[src/dacc_regs.svh]
`ifndef DACC_REGS_SVH
`define DACC_REGS_SVH

// Calibrate request qualification, in sample clocks
`define DACC_QUAL_CYCLES  7'd80
`define DACC_QUAL_ONE     7'd1

// Pipeline latency, in sample clocks
`define DACC_LAT_PROMPT   4'hd
`define DACC_LAT_DELAYED  4'he

// Power-up delay and calibration length, in sample clocks
`define DACC_DLY_SHORT    32'h0200_0000
`define DACC_DLY_LONG     32'h8000_0000
`define DACC_CAL_LEN      32'h0000_0400
`define DACC_CNT_ONE      32'h0000_0001

// Offset binary coding
`define DACC_CODE_MID     11'sh080
`define DACC_CODE_TOP     11'sh0ff
`define DACC_CODE_MIN     8'h00
`define DACC_CODE_MAX     8'hff

// Three-state pin reading
`define DACC_TRI_LOW      2'h0
`define DACC_TRI_HIGH     2'h1
`define DACC_TRI_FLOAT    2'h2

// Sample store, output buffer and start-up count
`define DACC_MEM_AW       4
`define DACC_MEM_DEPTH    16
`define DACC_BUF_FULL     2'h2
`define DACC_INIT_DONE    2'h3

`endif

[src/dacc_pkg.sv]
package dacc_pkg;

	typedef enum {
		CAL_WAIT,
		CAL_IDLE,
		CAL_RUN
	} dacc_cal_state_t;

	typedef logic [1:0] dacc_tri_t;

	typedef struct packed {
		logic       over;
		logic [7:0] i;
		logic [7:0] q;
	} dacc_sample_t;

	typedef struct packed {
		logic       over;
		logic [7:0] ip;
		logic [7:0] id;
		logic [7:0] qp;
		logic [7:0] qd;
	} dacc_word_t;

endpackage : dacc_pkg

[src/dacc_mem_if.sv]
`include "dacc_regs.svh"

interface dacc_mem_if;
	import dacc_pkg::*;

	logic                      wr_en;
	logic [`DACC_MEM_AW-1:0]   wr_addr;
	dacc_sample_t              wr_data;
	logic [`DACC_MEM_AW-1:0]   rd_addr_p;
	logic [`DACC_MEM_AW-1:0]   rd_addr_d;
	dacc_sample_t              rd_data_p;
	dacc_sample_t              rd_data_d;

	modport ctrl (
		output wr_en, wr_addr, wr_data, rd_addr_p, rd_addr_d,
		input  rd_data_p, rd_data_d
	);

	modport mem (
		input  wr_en, wr_addr, wr_data, rd_addr_p, rd_addr_d,
		output rd_data_p, rd_data_d
	);

endinterface : dacc_mem_if

[src/dacc_sample_mem.sv]
`include "dacc_regs.svh"

module dacc_sample_mem (
	input  wire logic clk_i,
	dacc_mem_if.mem   mem
);
	import dacc_pkg::*;

	dacc_sample_t store [`DACC_MEM_DEPTH];

	// Both read ports registered; write and reads never share an address
	always_ff @(posedge clk_i) begin
		if (mem.wr_en) begin
			store[mem.wr_addr] <= mem.wr_data;
		end
		mem.rd_data_p <= store[mem.rd_addr_p];
		mem.rd_data_d <= store[mem.rd_addr_d];
	end

endmodule : dacc_sample_mem

[src/dacc_top.sv]
`include "dacc_regs.svh"

module dacc_top #(
	parameter logic [31:0] DLY_SHORT = `DACC_DLY_SHORT,
	parameter logic [31:0] DLY_LONG  = `DACC_DLY_LONG,
	parameter logic [31:0] CAL_LEN   = `DACC_CAL_LEN
) (
	input  wire logic              clk_i,
	input  wire logic              arst_n_i,
	input  wire logic              sample_clk_i,
	input  wire logic signed [9:0] i_level_i,
	input  wire logic signed [9:0] q_level_i,
	input  wire logic              cal_request_i,
	input  wire logic              power_down_input_i,
	input  wire dacc_pkg::dacc_tri_t startup_delay_select_i,
	input  wire dacc_pkg::dacc_tri_t data_edge_select_i,
	input  wire dacc_pkg::dacc_tri_t full_scale_select_i,
	input  wire logic              output_swing_select_i,
	input  wire logic              ext_ctrl_i,
	input  wire logic              reg_swing_i,
	input  wire logic              reg_edge_i,
	input  wire logic              reg_ddr_i,
	input  wire logic              reg_fsr_i,
	input  wire logic              reg_dly_i,
	input  wire logic              out_ready_i,
	output logic [7:0]             i_channel_prompt_bus_o,
	output logic [7:0]             i_channel_delayed_bus_o,
	output logic [7:0]             q_channel_prompt_bus_o,
	output logic [7:0]             q_channel_delayed_bus_o,
	output logic                   out_of_range_o,
	output logic                   out_valid_o,
	output logic                   output_data_clock_o,
	output logic                   ddr_mode_o,
	output logic                   data_rising_o,
	output logic                   output_swing_o,
	output logic                   full_scale_o,
	output logic                   calibration_in_progress_o,
	output logic                   overflow_o
);
	import dacc_pkg::*;

	// Input synchronisers
	logic [2:0]        sclk_s;
	logic [1:0]        cal_s;
	logic [1:0]        pd_s;
	logic [1:0]        swing_s;
	logic [1:0]        ext_s;
	dacc_tri_t         dly_s0;
	dacc_tri_t         dly_s1;
	dacc_tri_t         edge_s0;
	dacc_tri_t         edge_s1;
	dacc_tri_t         fsr_s0;
	dacc_tri_t         fsr_s1;
	logic signed [9:0] ilev_s0;
	logic signed [9:0] ilev_s1;
	logic signed [9:0] qlev_s0;
	logic signed [9:0] qlev_s1;

	always_ff @(posedge clk_i or negedge arst_n_i) begin
		if (!arst_n_i) begin
			sclk_s  <= 3'h0;
			cal_s   <= 2'h0;
			pd_s    <= 2'h0;
			swing_s <= 2'h0;
			ext_s   <= 2'h0;
			dly_s0  <= `DACC_TRI_LOW;
			dly_s1  <= `DACC_TRI_LOW;
			edge_s0 <= `DACC_TRI_LOW;
			edge_s1 <= `DACC_TRI_LOW;
			fsr_s0  <= `DACC_TRI_LOW;
			fsr_s1  <= `DACC_TRI_LOW;
			ilev_s0 <= 10'sh000;
			ilev_s1 <= 10'sh000;
			qlev_s0 <= 10'sh000;
			qlev_s1 <= 10'sh000;
		end else begin
			sclk_s  <= {sclk_s[1:0], sample_clk_i};
			cal_s   <= {cal_s[0], cal_request_i};
			pd_s    <= {pd_s[0], power_down_input_i};
			swing_s <= {swing_s[0], output_swing_select_i};
			ext_s   <= {ext_s[0], ext_ctrl_i};
			dly_s0  <= startup_delay_select_i;
			dly_s1  <= dly_s0;
			edge_s0 <= data_edge_select_i;
			edge_s1 <= edge_s0;
			fsr_s0  <= full_scale_select_i;
			fsr_s1  <= fsr_s0;
			ilev_s0 <= i_level_i;
			ilev_s1 <= ilev_s0;
			qlev_s0 <= q_level_i;
			qlev_s1 <= qlev_s0;
		end
	end

	// Falling sample clock edge drives conversion and the qualification, delay and calibration counts
	wire sample_evt = sclk_s[2] & ~sclk_s[1];
	wire cal_lvl    = cal_s[1];
	wire pd         = pd_s[1];

	// Pin reads high only when driven high; a floating pin reads as low
	function automatic logic tri_high(input dacc_tri_t pin);
		tri_high = (pin == `DACC_TRI_HIGH);
	endfunction : tri_high

	// Offset binary code with clamping; top bit flags out of range
	function automatic logic [8:0] to_code(input logic signed [9:0] lvl);
		logic signed [10:0] sum;
		sum = {lvl[9], lvl} + `DACC_CODE_MID;
		if (sum < 11'sh000) begin
			to_code = {1'b1, `DACC_CODE_MIN};
		end else if (sum > `DACC_CODE_TOP) begin
			to_code = {1'b1, `DACC_CODE_MAX};
		end else begin
			to_code = {1'b0, sum[7:0]};
		end
	endfunction : to_code

	// Start-up capture of mode and request level after synchronisers settle
	logic [1:0] init_cnt;
	logic       init_done;
	logic       ext_mode;
	logic       suppress;

	always_ff @(posedge clk_i or negedge arst_n_i) begin
		if (!arst_n_i) begin
			init_cnt  <= 2'h0;
			init_done <= 1'b0;
			ext_mode  <= 1'b0;
			suppress  <= 1'b0;
		end else if (!init_done) begin
			init_cnt <= init_cnt + 2'h1;
			if (init_cnt == `DACC_INIT_DONE) begin
				init_done <= 1'b1;
				ext_mode  <= ext_s[1];
				suppress  <= cal_lvl;
			end
		end
	end

	// Effective controls: register values replace pins in extended mode
	wire eff_ddr   = ext_mode ? reg_ddr_i   : (edge_s1 == `DACC_TRI_FLOAT);
	wire eff_rise  = ext_mode ? reg_edge_i  : tri_high(edge_s1);
	wire eff_fsr   = ext_mode ? reg_fsr_i   : tri_high(fsr_s1);
	wire eff_dly   = ext_mode ? reg_dly_i   : tri_high(dly_s1);
	wire eff_swing = ext_mode ? reg_swing_i : swing_s[1];

	// Calibrate request qualification
	logic       qual_lvl;
	logic [6:0] qual_cnt;
	logic       low_ok;

	wire lvl_change = cal_lvl != qual_lvl;
	wire cnt_sat    = qual_cnt == `DACC_QUAL_CYCLES;
	wire cmd_fire   = sample_evt & ~lvl_change & qual_lvl & low_ok
		& (qual_cnt == `DACC_QUAL_CYCLES - `DACC_QUAL_ONE);

	always_ff @(posedge clk_i or negedge arst_n_i) begin
		if (!arst_n_i) begin
			qual_lvl <= 1'b1;
			qual_cnt <= 7'h00;
			low_ok   <= 1'b0;
		end else if (sample_evt) begin
			if (lvl_change) begin
				qual_lvl <= cal_lvl;
				qual_cnt <= `DACC_QUAL_ONE;
				if (!cal_lvl) begin
					low_ok <= 1'b0;
				end
			end else begin
				if (!cnt_sat) begin
					qual_cnt <= qual_cnt + `DACC_QUAL_ONE;
				end
				if (!qual_lvl && qual_cnt == `DACC_QUAL_CYCLES - `DACC_QUAL_ONE) begin
					low_ok <= 1'b1;
				end
				if (cmd_fire) begin
					low_ok <= 1'b0;
				end
			end
		end
	end

	// Calibration sequencer
	dacc_cal_state_t state;
	dacc_cal_state_t next_state;
	logic [31:0]     dly_cnt;
	logic [31:0]     next_dly_cnt;
	logic [31:0]     cal_cnt;
	logic [31:0]     next_cal_cnt;

	wire [31:0] dly_target = eff_dly ? DLY_LONG : DLY_SHORT;

	always_comb begin
		next_state   = state;
		next_dly_cnt = dly_cnt;
		next_cal_cnt = cal_cnt;
		case (state)
			CAL_WAIT: begin
				if (init_done && !pd && cmd_fire) begin
					next_state   = CAL_RUN;
					next_cal_cnt = 32'h0;
				end else if (init_done && !pd && sample_evt) begin
					next_dly_cnt = dly_cnt + `DACC_CNT_ONE;
					if (next_dly_cnt >= dly_target) begin
						next_state   = suppress ? CAL_IDLE : CAL_RUN;
						next_cal_cnt = 32'h0;
					end
				end
			end
			CAL_IDLE: begin
				if (cmd_fire && !pd) begin
					next_state   = CAL_RUN;
					next_cal_cnt = 32'h0;
				end
			end
			CAL_RUN: begin
				if (pd) begin
					next_state = CAL_IDLE;
				end else if (sample_evt) begin
					next_cal_cnt = cal_cnt + `DACC_CNT_ONE;
					if (next_cal_cnt >= CAL_LEN) begin
						next_state = CAL_IDLE;
					end
				end
			end
			default: begin
				next_state = CAL_IDLE;
			end
		endcase
	end

	always_ff @(posedge clk_i or negedge arst_n_i) begin
		if (!arst_n_i) begin
			state   <= CAL_WAIT;
			dly_cnt <= 32'h0;
			cal_cnt <= 32'h0;
		end else begin
			state   <= next_state;
			dly_cnt <= next_dly_cnt;
			cal_cnt <= next_cal_cnt;
		end
	end

	assign calibration_in_progress_o = (state == CAL_RUN);

	// Sample store: one entry per accepted sample clock
	dacc_mem_if mem_bus ();

	dacc_sample_mem u_mem (
		.clk_i (clk_i),
		.mem   (mem_bus.mem)
	);

	logic [`DACC_MEM_AW-1:0] wp;
	logic                    phase;
	logic                    rd_pend;

	wire [8:0] i_code = to_code(ilev_s1);
	wire [8:0] q_code = to_code(qlev_s1);
	wire       take   = sample_evt & ~pd;

	assign mem_bus.wr_en          = take;
	assign mem_bus.wr_addr        = wp;
	assign mem_bus.wr_data.over   = i_code[8] | q_code[8];
	assign mem_bus.wr_data.i      = i_code[7:0];
	assign mem_bus.wr_data.q      = q_code[7:0];
	assign mem_bus.rd_addr_p      = wp - `DACC_LAT_PROMPT;
	assign mem_bus.rd_addr_d      = wp - `DACC_LAT_DELAYED;

	always_ff @(posedge clk_i or negedge arst_n_i) begin
		if (!arst_n_i) begin
			wp      <= 4'h0;
			phase   <= 1'b0;
			rd_pend <= 1'b0;
		end else begin
			rd_pend <= take & phase;
			if (take) begin
				wp    <= wp + 4'h1;
				phase <= ~phase;
			end
		end
	end

	// Word stage, stalled by a full buffer
	dacc_word_t stage_w;
	logic       stage_v;
	logic [1:0] buf_cnt;
	dacc_word_t buf0;
	dacc_word_t buf1;

	wire buf_ready = buf_cnt != `DACC_BUF_FULL;
	wire push      = stage_v & buf_ready;
	wire pop       = out_valid_o & out_ready_i;

	dacc_word_t new_w;
	assign new_w.over = mem_bus.rd_data_p.over | mem_bus.rd_data_d.over;
	assign new_w.ip   = mem_bus.rd_data_p.i;
	assign new_w.id   = mem_bus.rd_data_d.i;
	assign new_w.qp   = mem_bus.rd_data_p.q;
	assign new_w.qd   = mem_bus.rd_data_d.q;

	always_ff @(posedge clk_i or negedge arst_n_i) begin
		if (!arst_n_i) begin
			stage_w    <= '0;
			stage_v    <= 1'b0;
			overflow_o <= 1'b0;
		end else if (rd_pend) begin
			stage_w <= new_w;
			stage_v <= 1'b1;
			if (stage_v && !push) begin
				overflow_o <= 1'b1;
			end
		end else if (push) begin
			stage_v <= 1'b0;
		end
	end

	// Two-entry buffer; head entry drives the buses and holds after draining
	always_ff @(posedge clk_i or negedge arst_n_i) begin
		if (!arst_n_i) begin
			buf_cnt <= 2'h0;
			buf0    <= '0;
			buf1    <= '0;
		end else begin
			if (push && pop) begin
				if (buf_cnt == 2'h1) begin
					buf0 <= stage_w;
				end else begin
					buf0 <= buf1;
					buf1 <= stage_w;
				end
			end else if (push) begin
				buf_cnt <= buf_cnt + 2'h1;
				if (buf_cnt == 2'h0) begin
					buf0 <= stage_w;
				end else begin
					buf1 <= stage_w;
				end
			end else if (pop) begin
				buf_cnt <= buf_cnt - 2'h1;
				if (buf_cnt == `DACC_BUF_FULL) begin
					buf0 <= buf1;
				end
			end
		end
	end

	assign out_valid_o             = buf_cnt != 2'h0;
	assign i_channel_prompt_bus_o  = buf0.ip;
	assign i_channel_delayed_bus_o = buf0.id;
	assign q_channel_prompt_bus_o  = buf0.qp;
	assign q_channel_delayed_bus_o = buf0.qd;
	assign out_of_range_o          = buf0.over;

	// Output data clock: toggles per word in DDR, pulses per word in SDR
	always_ff @(posedge clk_i or negedge arst_n_i) begin
		if (!arst_n_i) begin
			output_data_clock_o <= 1'b0;
		end else if (pop) begin
			output_data_clock_o <= eff_ddr ? ~output_data_clock_o : eff_rise;
		end else if (!eff_ddr) begin
			output_data_clock_o <= ~eff_rise;
		end
	end

	always_ff @(posedge clk_i or negedge arst_n_i) begin
		if (!arst_n_i) begin
			ddr_mode_o     <= 1'b0;
			data_rising_o  <= 1'b0;
			output_swing_o <= 1'b0;
			full_scale_o   <= 1'b0;
		end else begin
			ddr_mode_o     <= eff_ddr;
			data_rising_o  <= eff_rise;
			output_swing_o <= eff_swing;
			full_scale_o   <= eff_fsr;
		end
	end

endmodule : dacc_top

[config.mk]
export PLATFORM = sky130hd
export DESIGN_NAME = dacc_top
export DESIGN_NICKNAME = d
export VERILOG_FILES = /design/src/dacc_pkg.sv /design/src/dacc_mem_if.sv /design/src/dacc_sample_mem.sv /design/src/dacc_top.sv
export VERILOG_INCLUDE_DIRS = /design/src /design/src/src
export SDC_FILE = /design/constraint.sdc
export NUM_CORES = 1
export LEC_CHECK = 0
export ABC_CLOCK_PERIOD_IN_PS = 8390
export BUFFER_PORTS_ARGS = -buffer_cell sky130_fd_sc_hd__buf_2
export CAP_MARGIN = 25
export CORE_AREA = 5 5 229 231
export CTS_CLUSTER_DIAMETER = 80
export CTS_CLUSTER_SIZE = 28
export DETAILED_ROUTE_END_ITERATION = 8
export DIE_AREA = 0 0 234 236
export PLACE_DENSITY = 0.64
export SLEW_MARGIN = 20
export SYNTH_ARGS = -nofsm -noshare
export SYNTH_HDL_FRONTEND = slang
export SYNTH_HIERARCHICAL = 1
export SYNTH_SLANG_ARGS = --single-unit
[constraint.sdc]
create_clock -name clk_i -period 8.39 [get_ports clk_i]
set_clock_uncertainty 0.15 [all_clocks]
set_input_delay 1.678 -clock clk_i [delete_from_list [all_inputs] [get_ports clk_i]]
set_output_delay 1.678 -clock clk_i [all_outputs]
set_load 0.005 [all_outputs]
Word level (Yosys, flattened, before mapping)
Memory sizes are Yosys's and may differ from the RTL's. A register that Yosys moved wholly into a read port is not among the register bits.
Index checks and enable logic that the tools add are counted.
- multiplexer cells: 53
- reductions and logical operators: 31
- multipliers: 0
- equal/unequal tests: 27
- magnitude comparators: 6
- add/sub/neg operators: 11
- shifts and indexed selects: 0
- divide/modulo/power cells: 0
- bitwise gates (word level): 20
- operators by type and width (kind ; count):
    32-bit 2-to-1 mux ; 14
    33-bit 2-to-1 mux ; 10
    32-bit one-hot mux with 3 select lines ; 2
    32-bit by 1-bit adder with 32-bit output, second input constant ; 2
    9-bit 2-to-1 mux ; 4
    32-bit by 1-bit equality test with 1-bit output, second input constant ; 1
    32-bit by 2-bit equality test with 1-bit output, second input constant ; 1
    32-bit by 3-bit equality test with 1-bit output, second input constant ; 1
    32-bit by 11-bit >= comparator with 1-bit output, second input constant ; 1
    32-bit >= comparator ; 1
    32-bit logical NOT ; 1
    10-bit by 9-bit adder with 11-bit output, second input constant ; 2
    11-bit by 9-bit > comparator with 1-bit output, second input constant ; 2
    11-bit by 1-bit < comparator with 1-bit output, second input constant ; 2
    1-bit 2-to-1 mux ; 18
    2-bit != test, second input constant ; 8
    7-bit equality test, second input constant ; 2
    7-bit 2-to-1 mux ; 2
    3-bit != test, second input constant ; 4
    3-bit AND reduction ; 4
    3-bit nonzero test ; 4
    2-bit AND reduction ; 5
    1-bit AND ; 9
    1-bit NOT ; 9
    18 further kinds ; 39
- memory bits (read-only): 0
- bits in writable memories: 272
- logic and storage cells: 200
- input bits: 39
- memories kept: 1
- bits in latches: 0
- output and inout bits: 41
- register bits after elaboration: 287
- memory list (memory ; words ; bits a word ; rd ports ; clocked after memory_dff ; wr ports ; RTL line ; text):
    u_mem.store ; 16 ; 17 ; 2 ; 2 ; 1 ; dacc_sample_mem.sv:9 ; dacc_sample_t store [`DACC_MEM_DEPTH];

Logic depth before layout (Yosys ltp)
Gate-level depths: netlist of the first run.
- depth in word-level cells: 9
- depth in mapped cells: 19

Hierarchy
Netlist of the first run, hierarchy kept.
- by module, submodules not included (module ; times used ; cells each ; area each (sq um)):
    dacc_sample_mem ; 1 ; 621 ; 13045.0
    dacc_top ; 1 ; 1070 ; 11676.2

Worst setup path before layout of the first run
No wires, ideal clock.
- kind: in2reg
- start point: input port reg_dly_i
- end point: register cal_cnt[16]
- library setup time: 0.124 ns
- path slack: 4.748 ns
- cell stages on the path: 11
- data required time: 8.116 ns
- buffers on the path: 2
- arrival: 3.368 ns
- cell sequence: a21oi_1 ha_1 o2111ai_1 a2111oi_0 nand4_1 nor4_1 nor2_1 a21oi_2 buf_6 buf_12 o21ai_2
- cells in the longest elaborated chain, start to end: 5
- ends and longest elaborated chain (what ; RTL line ; text):
    from (decl) ; dacc_top.sv:24 ; input wire logic reg_dly_i,
    1-bit 2-to-1 mux ; dacc_top.sv:144 ; wire eff_dly = ext_mode ? reg_dly_i : tri_high(dly_s1);
    32-bit 2-to-1 mux ; dacc_top.sv:191 ; wire [31:0] dly_target = eff_dly ? DLY_LONG : DLY_SHORT;
    32-bit >= comparator ; dacc_top.sv:204 ; if (next_dly_cnt >= dly_target) begin
    3-bit != test (no line) ; -- ;
    6-bit AND reduction (no line) ; -- ;
    to (signal assigned) ; dacc_top.sv:240 ; cal_cnt <= next_cal_cnt;
    to (decl) ; dacc_top.sv:188 ; logic [31:0] cal_cnt;
Every way passes these cells.
A chain may end at the register's enable or synchronous reset.

Worst setup path in the final report of the first run
- start point: register dly_cnt[2]
- end point: register cal_cnt[1]
- cells in the longest elaborated chain, start to end: 4
- ends and longest elaborated chain (what ; RTL line ; text):
    from (decl) ; dacc_top.sv:186 ; logic [31:0] dly_cnt;
    from (signal assigned) ; dacc_top.sv:239 ; dly_cnt <= next_dly_cnt;
    32-bit by 1-bit adder with 32-bit output (no line) ; -- ;
    32-bit >= comparator ; dacc_top.sv:204 ;
    3-bit != test (no line) ; -- ;
    6-bit AND reduction (no line) ; -- ;
Every way passes these cells.

==> impl_metrics.py, run 1 <==
metrics = {
    "clocking": {
        "clk_latency_ps": 600,
        "cts_max_level": 1,
        "tritoncts": "yes",
        "post_cts_buffers": 0,
        "root_buffer": "clkbuf_16",
        "hold_buffers": 0,
        "numCtsBuffers": 29,
        "path_clk_slew_ps": 100,
        "clk_path_buf_depth": 3,
        "cts.sinks": 563,
        "ctsResizeCount": 0,
    },
    "timing": {
        "fin_setup_tns_ps": 0,
        "worstMarginPinSlew_ps": 1100,
        "rsz0062_at_grt": "false",
        "fin_crit_sh": 0.493,
        "setup_slack_ps": 4260,
        "hold_violations": 0,
        "period_minus_slack_ps": 4130,
        "final-max-slew-violation-count": 0,
        "fmax_mhz": 242,
        "setup_viol": 0,
        "maxSlewHeadroom": 0.268,
    },
    "detailed_routing": {
        "drt_iter0_drc": 1244,
        "drc": 0,
        "routed_via_density": 5.92,
        "post_drt_wl_per_cell_microns": 21.4,
        "num_vias": 14450,
        "ant_nets": 0,
        "dr.pass1.iters": 5,
        "wl_microns": 52300,
    },
    "place": {
        "place_congestion": 0.848,
        "placed_cell_area_sq_mm": 0.0259,
        "dp_slack_ps": 4060,
        "io_buffers": 79,
        "dp_hpwl_microns": 33000,
    },
    "pwr": {
        "peakVddDrop_uv": 208,
        "power_density_mw_per_mm2": 303,
        "leakage_nw": 10.5,
    },
    "logic_synthesis": {
        "async_reset_ff_frac": 0.456,
        "ys_types": 74,
        "synth-main-ff-cell": "edfxtp_1",
        "avgSynthCellArea_sq_um": 14.6,
        "synth_cells": 1691,
        "synth_area_sq_mm": 0.0247,
        "ys_ff_latch": 563,
        "ys_seq_area_frac": 0.618,
        "ys_warn_count": 6,
        "synthesis.nets": 1752,
        "synth_edf_count": 272,
    },
    "worst_setup_path": {
        "end_kind": "register",
        "worstSetupPathType": "reg -> reg",
        "required_ps": 8770,
        "r2r_slack_ps": 4260,
        "crit_arrival_ps": 4510,
        "path_max_fanout": 29,
        "r2r_cells": 14,
        "r2r_end": "cal_cnt[1]",
        "crit_path_start_kind": "register",
        "r2r-start": "dly_cnt[2]",
    },
    "floorplanning": {
        "ios": 80,
        "initial_core_util": 0.496,
        "placementRows": 82,
        "dieHeight_microns": 236,
        "core_sq_mm": 0.0499,
        "die-area_sq_mm": 0.0552,
        "chipWidth_microns": 234,
    },
    "hold_path": {
        "hold_start": "ilev_s0[2]",
        "min_path_cells": 0,
        "holdPathEnd": "ilev_s1[2]",
        "hold_class": "reg -> reg",
    },
    "finish": {
        "design_area_sq_mm": 0.0270,
        "mostFrequentLayoutCell": "edfxtp_1",
        "mostFrequentLayoutCells": "272 x edfxtp_1, 255 x dfrtp_1, 117 x mux4_2",
        "antennaDiodeCount": 0,
        "final_nets": 1807,
        "fin_util": 0.541,
        "area_growth_syn_to_layout_pct": 9.09,
        "drive_above_1_share": 0.238,
    },
    "global_routing": {
        "grt_pass1_wl_microns": 81300,
        "grt_pass1_vias": 14052,
        "antenna_found_initial": 3,
        "overflow": 0,
        "grt_usage": 0.186,
        "grt_start_max_net_pins": 133,
    },
    "job": {
        "maxCapViolations": 0,
    },
    "status": {
        "status": "complete, no violations",
    },
}
[final cells by class]
cell class	count	area, sq um
multi-input combinational	980	8850
clock inverter	18	211
tap	672	841
clock buffer	36	816
sequential	563	15300
fill	4110	22900
inverter	48	183
timing repair buffer	124	788
[worst max path at each step]
stage	end	start	slack (ps)
floorplan	cal_cnt[16]	reg_dly_i	4750
global route	cal_cnt[1]	dly_cnt[2]	3870
CTS	cal_cnt[1]	dly_cnt[2]	4270
global placement	cal_cnt[1]	reg_dly_i	4100
detailed placement	cal_cnt[1]	reg_dly_i	4060
finish	cal_cnt[1]	dly_cnt[2]	4260
[layer usage]
metal | vias up | global-route usage | wire length (microns)
met4 | 2 | 0.0311 | 754
met2 | 393 | 0.303 | 25100
met1 | 7430 | 0.276 | 23100
met3 | 55 | 0.0237 | 3270
met5 | - | 0 | 13
li1 | 6570 | - | -
[sequential cells by signal (all words and copies together), names as in the netlist, 3 cells and up]
name / cells
i_channel_delayed_bus_o: 8
qlev_s0: 10
ilev_s0: 10
qlev_s1: 10
mem_bus.wr_addr: 4
sclk_s: 3
u_mem/store: 272
u_mem/mem.rd_data_d: 17
stage_w: 33
ilev_s1: 10
cal_cnt: 32
u_mem/mem.rd_data_p: 17
qual_cnt: 7
q_channel_delayed_bus_o: 8
buf1: 33
dly_cnt: 32
q_channel_prompt_bus_o: 8
i_channel_prompt_bus_o: 8
[synth_stat cells, types with 10 or more instances]
cell / count / share of area
nor2_1: 120 / 0.018
mux4_2: 117 / 0.11
nand2_1: 98 / 0.015
o21ai_2: 10 / 0.0035
mux4_1: 17 / 0.018
buf_2: 19 / 0.0038
nand4_1: 27 / 0.0068
a31oi_1: 29 / 0.0073
o21ai_0: 26 / 0.0053
dfrtp_1: 256 / 0.26
inv_1: 48 / 0.0073
mux2_2: 72 / 0.033
nor4_1: 12 / 0.0030
dfxtp_1: 34 / 0.028
a21oi_1: 48 / 0.0097
xnor2_1: 42 / 0.015
edfxtp_1: 272 / 0.33
nand3_1: 41 / 0.0083
a22oi_1: 69 / 0.021
clkbuf_1: 55 / 0.0084
buf_1: 13 / 0.0020
and3_1: 11 / 0.0028
mux2i_1: 38 / 0.015
ha_1: 22 / 0.011
nor3_1: 41 / 0.0083
xor2_1: 18 / 0.0064
[cell families (layout without fill, tap and decap cells)]
| kind of cell | count (synthesis) | in the layout | share of synthesized area |
|---|---|---|---|
| and+or+nand+nor | 411 | 411 | 0.0805 |
| buffers and inverters | 148 | 226 | 0.0280 |
| AOI/OAI and AO/OA | 241 | 241 | 0.0661 |
| adders and majority gates | 22 | 22 | 0.0111 |
| muxes | 246 | 246 | 0.175 |
| DFF | 563 | 563 | 0.618 |
| xor gates and xnor gates | 60 | 60 | 0.0213 |
[power breakdown]
part	total (mW)	switching [mW]	internal, mW
clock network	1.69	0.947	0.738
logic	2.89	1.60	1.30
registers	3.60	0.259	3.34
total	8.17	2.80	5.37
[stage by stage]
stage	cells	hold WS, ps	power (mW)
6_report	2441	202	8.17
5_1_grt	2441	213	8.61
4_1_cts	2434	205	8.24
3_5_place_dp	2380	185	6.56
3_3_place_gp	2377	181	6.46
2_1_floorplan	1691	181	5.62
[critical path: stages, from the launching register on]
cell and delay, ps:
dfrtp_1 470, nand4_1 350, nor2_1 400, nand3_1 220, nor2_1 160, xnor2_1 90
ha_1 300, o2111ai_1 100, a2111oi_0 390, nand4_1 150, nor4_1 410, nor2_1 120
a21oi_2 120, buf_4 370, mux2i_1 220
No activity file was read; power rests on OpenSTA's default activity.
==> run 2, diff against run 1 <==
--- a/config.mk
+++ b/config.mk
@@ -6,7 +6,7 @@
 export SDC_FILE = /design/constraint.sdc
 export NUM_CORES = 1
 export LEC_CHECK = 0
-export ABC_CLOCK_PERIOD_IN_PS = 8390
+export ABC_CLOCK_PERIOD_IN_PS = 4300
 export BUFFER_PORTS_ARGS = -buffer_cell sky130_fd_sc_hd__buf_2
 export CAP_MARGIN = 25
 export CORE_AREA = 5 5 229 231
==> constraint.sdc (replaced) <==
create_clock -name clk_i -period 4.3 [get_ports clk_i]
set_clock_uncertainty 0.15 [all_clocks]
set_input_delay 0.86 -clock clk_i [delete_from_list [all_inputs] [get_ports clk_i]]
set_output_delay 0.86 -clock clk_i [all_outputs]
set_load 0.005 [all_outputs]
==> impl_metrics.py, run 2 (synthesis gave the netlist of run 1 again) <==
metrics = {
    "status": {
        "status": "complete, no violations",
    },
    "clocking": {
        "numCtsBuffers": 28,
        "clk_path_buf_depth": 3,
        "cts.sinks": 563,
        "hold_buffers": 0,
        "root_buffer": "clkbuf_16",
        "clk_latency_ps": 600,
        "cts_max_level": 1,
        "tritoncts": "yes",
        "path_clk_slew_ps": 110,
    },
    "place": {
        "dp_hpwl_microns": 34600,
        "dp_slack_ps": 439,
        "place_congestion": 0.872,
        "placed_cell_area_sq_mm": 0.0261,
        "dpl.cell_count": 2408,
        "io_buffers": 79,
    },
    "finish": {
        "antennaDiodeCount": 0,
        "drive_above_1_share": 0.246,
        "fin_util": 0.545,
        "reg_top3": "u_mem/store: 272 flops, buf1: 33 flops, stage_w: 33 flops",
        "design_area_sq_mm": 0.0272,
        "final_nets": 1834,
        "mostFrequentLayoutCell": "edfxtp_1",
        "top_register": "u_mem/store",
        "layoutNonFillerInstCount": 2467,
        "mostFrequentLayoutCells": "272 x edfxtp_1, 255 x dfrtp_1, 117 x mux4_2",
        "largest_reg_flops": 272,
        "area_growth_syn_to_layout_pct": 9.88,
    },
    "detailed_routing": {
        "drc": 0,
        "routed_via_density": 5.88,
        "num_vias": 14514,
        "wl_microns": 51900,
        "post_drt_wl_per_cell_microns": 21.0,
        "ant_nets": 0,
        "drt_iter0_drc": 1210,
        "dr.pass1.iters": 5,
    },
    "timing": {
        "setup_viol": 0,
        "setup_slack_ps": 498,
        "rsz0062_at_grt": "false",
        "holdWs_ps": 68.0,
        "worstMarginPinSlew_ps": 940,
        "maxSlewHeadroom": 0.372,
        "hold_violations": 0,
        "final-max-slew-violation-count": 0,
        "fmax_mhz": 263,
        "fin_setup_tns_ps": 0,
        "period_minus_slack_ps": 3800,
        "fin_crit_sh": 0.884,
    },
    "global_routing": {
        "grt_start_max_net_pins": 88,
        "grt_pass1_vias": 14481,
        "overflow": 0,
        "grt_usage": 0.187,
        "antenna_found_initial": 0,
        "grt_pass1_wl_microns": 82300,
    },
    "worst_setup_path": {
        "required_ps": 4670,
        "end_kind": "register",
        "crit_path_start_kind": "register",
        "crit_arrival_ps": 4170,
        "path_max_fanout": 29,
        "worstSetupPathType": "reg -> reg",
    },
    "pwr": {
        "total_power_mw": 16.0,
        "leakage_nw": 10.6,
        "peakVddDrop_uv": 453,
        "power_density_mw_per_mm2": 591,
    },
    "floorplanning": {
        "placementRows": 82,
        "die-area_sq_mm": 0.0552,
        "initial_core_util": 0.496,
        "chipWidth_microns": 234,
        "core_sq_mm": 0.0499,
        "ios": 80,
        "dieHeight_microns": 236,
    },
    "hold_path": {
        "hold_class": "in -> async",
    },
    "job": {
        "maxCapViolations": 0,
    },
}
## run 2: cell types whose count changed in the layout (fill, tap and decap cells not counted), moves of 2 or more
cell        before  now
bufinv_16        0    2
clkinvlp_4       3    0
inv_4            4    2
buf_4           41   68
nor2_1         102  106
buf_12           0    3
clkbuf_1         4    7
nor2_2          17   14
## run 2: area by class of cell
cell class | count | area [sq um]
Multi-Input combinational cell | 980 | 8840
Clock inverter | 14 | 209
Inverter | 48 | 183
Clock buffer | 38 | 802
Timing Repair Buffer | 152 | 1010
Fill cell | 4055 | 22700
Tap cell | 672 | 841
Sequential cell | 563 | 15300
## run 2: worst paths after layout
path                                    from     endpoint  slack [ps]  depth (start not counted)
worst max-delay path             dly_cnt[15]   cal_cnt[1]         500                         14
worst min-delay path                arst_n_i  stage_w[26]          70                          1
worst max register to register   dly_cnt[15]   cal_cnt[1]         500                         14
worst min register to register    qlev_s0[2]   qlev_s1[2]         200                          0
max in group asynchronous           arst_n_i  dly_cnt[29]        2920                          2
min in group clk_i              q_level_i[4]   qlev_s0[4]         200                          1
## run 2: what timing repair did
action / CTS / global route
buffers inserted: 0 / 0
endpoints found under the setup margin: 0 / 3
resized for setup: 0 / 1
## run 2: where the power goes
| group | total [mW] | switching, mW | leakage, nW | internal (mW) |
|---|---|---|---|---|
| Clock | 3.31 | 1.79 | 0.492 | 1.51 |
| Sequential | 6.99 | 0.483 | 5.77 | 6.51 |
| Combinational | 5.74 | 3.12 | 4.33 | 2.63 |
## run 2: metal layers
metal,part of all wire,vias to the layer above,global-route usage
li1,-,6629,-
met1,0.45,7386,0.279
met2,0.47,450,0.294
met3,0.068,49,0.0326
met4,0.016,0,0.0365
met5,0,-,0
## run 2: critical path: stages, from the launching register on
cell and delay (ps):
dfrtp_1 480, and4_1 330, and4_1 330, nand3_1 190, nor2_1 160, xnor2_1 80
ha_1 280, o2111ai_1 110, a2111oi_0 380, nand4_1 160, nor4_2 320, nor2_1 120
a21oi_2 180, buf_12 210, mux2i_1 210
==> run 3, diff against run 2 <==
==> constraint.sdc (replaced) <==
create_clock -name clk_i -period 4.3 [get_ports clk_i]
set_clock_uncertainty 0.15 [all_clocks]
set_input_delay 0.43 -clock clk_i [delete_from_list [all_inputs] [get_ports clk_i]]
set_output_delay 0.43 -clock clk_i [all_outputs]
set_load 0.005 [all_outputs]
==> impl_metrics.py, run 3 (synthesis gave the netlist of run 1 again) <==
metrics = {
    "worst_setup_path": {
        "crit_path_start_kind": "register",
        "path_max_fanout": 29,
        "required_ps": 4660,
        "end_kind": "register",
        "r2r_cells": 14,
        "crit_arrival_ps": 4220,
        "r2r_end": "cal_cnt[1]",
        "r2r-start": "dly_cnt[12]",
        "r2r_slack_ps": 450,
        "worstSetupPathType": "reg -> reg",
    },
    "detailed_routing": {
        "wl_microns": 53100,
        "num_vias": 14771,
        "drc": 0,
        "ant_nets": 0,
        "routed_via_density": 5.93,
        "dr.pass1.iters": 5,
        "post_drt_wl_per_cell_microns": 21.3,
        "drt_iter0_drc": 1228,
    },
    "finish": {
        "drive_above_1_share": 0.240,
        "mostFrequentLayoutCell": "edfxtp_1",
        "area_growth_syn_to_layout_pct": 10.8,
        "reg_top3": "u_mem/store: 272 flops, buf1: 33 flops, stage_w: 33 flops",
        "antennaDiodeCount": 0,
        "final_nets": 1857,
        "largest_reg_flops": 272,
        "mostFrequentLayoutCells": "272 x edfxtp_1, 255 x dfrtp_1, 117 x mux4_2",
        "top_register": "u_mem/store",
    },
    "clocking": {
        "tritoncts": "yes",
        "numCtsBuffers": 29,
        "clk_latency_ps": 620,
        "post_cts_buffers": 0,
        "cts_max_level": 1,
        "root_buffer": "clkbuf_16",
        "clk_path_buf_depth": 3,
        "path_clk_slew_ps": 100,
        "cts.sinks": 563,
    },
    "floorplanning": {
        "initial_core_util": 0.496,
        "placementRows": 82,
        "core_sq_mm": 0.0499,
        "ios": 80,
        "chipWidth_microns": 234,
        "dieHeight_microns": 236,
        "die-area_sq_mm": 0.0552,
    },
    "global_routing": {
        "antenna_found_initial": 1,
        "grt_start_max_net_pins": 83,
        "grt_pass1_wl_microns": 85200,
        "overflow": 0,
        "grt_usage": 0.193,
        "grt_pass1_vias": 15061,
    },
    "pwr": {
        "leakage_nw": 10.7,
        "peakVddDrop_uv": 502,
        "power_density_mw_per_mm2": 581,
    },
    "timing": {
        "fin_crit_sh": 0.896,
        "rsz0062_at_grt": "false",
        "fin_setup_tns_ps": 0,
        "setup_slack_ps": 448,
        "maxSlewHeadroom": 0.320,
        "setup_viol": 0,
        "fmax_mhz": 260,
        "hold_violations": 0,
        "period_minus_slack_ps": 3850,
        "holdWs_ps": 30.1,
        "worstMarginPinSlew_ps": 1010,
        "final-max-slew-violation-count": 0,
    },
    "place": {
        "io_buffers": 79,
        "dp_hpwl_microns": 34700,
        "dp_slack_ps": 380,
        "place_congestion": 0.832,
    },
    "hold_path": {
        "hold_class": "in -> reg",
        "min_path_cells": 3,
        "hold_start": "out_ready_i",
        "holdPathEnd": "output_data_clock_o",
    },
    "status": {
        "status": "complete, no violations",
    },
    "job": {
        "maxCapViolations": 0,
    },
}
==> run 3: how the worst max path moves through the flow <==
stage | slack, ps | to | from | cells past startpoint
final | 450 | cal_cnt[1] | dly_cnt[12] | 14
after global routing | 120 | cal_cnt[1] | dly_cnt[13] | 14
after CTS | 330 | cal_cnt[1] | dly_cnt[13] | 14
after detailed placement | 380 | cal_cnt[1] | dly_cnt[13] | 14
after global placement | 570 | cal_cnt[1] | dly_cnt[12] | 14
after floorplan | 790 | cal_cnt[16] | dly_cnt[12] | 18
==> run 3: area by class of cell <==
class                   instances  area (sq um)
inverters                      48           183
multi-input cells             980          8850
fillers                      4040         22500
flip-flops and latches        563         15300
clock buffers                  34           766
clock inverters                20           211
well taps                     672           841
repair buffers                174          1250
==> run 3: worst max-delay path, stage by stage (launching register included) <==
cell	delay (ps)
dfrtp_1	500
and3_1	300
and4_1	340
nand3_1	200
nor2_1	170
xnor2_1	80
ha_1	280
o2111ai_1	120
a2111oi_0	420
nand4_1	160
nor4_2	300
nor2_1	120
a21oi_2	170
buf_12	220
mux2i_1	210
==> run 3: routing by layer <==
metal | GRT usage | up-vias | wire, microns
met4 | 0.0338 | 0 | 740
met5 | 0 | - | 0
met1 | 0.286 | 7569 | 23200
li1 | - | 6661 | -
met2 | 0.313 | 486 | 25400
met3 | 0.0278 | 55 | 3730
==> run 3: through the flow <==
stage / instances / util / instance area, sq um / power [mW]
after floorplan: 1691 / - / 24700 / 11.0
after global placement: 2396 / 0.521 / 26000 / 12.7
after detailed placement: 2399 / 0.522 / 26000 / 12.8
after CTS: 2489 / 0.548 / 27300 / 16.1
after global routing: 2491 / 0.549 / 27400 / 16.8
final: 2491 / 0.549 / 27400 / 15.9
==> run 3: power breakdown <==
part | switching (mW) | internal [mW]
logic | 3.08 | 2.61
clock network | 1.82 | 1.37
registers | 0.536 | 6.51
total | 5.44 | 10.5
==> run 3: repair_timing <==
action / 4_1_cts / 5_1_grt
endpoints found under the setup margin: 0 / 1
hold buffers: 36 / 0
gates resized for setup: 0 / 1
hold endpoints to repair: 113 / 0
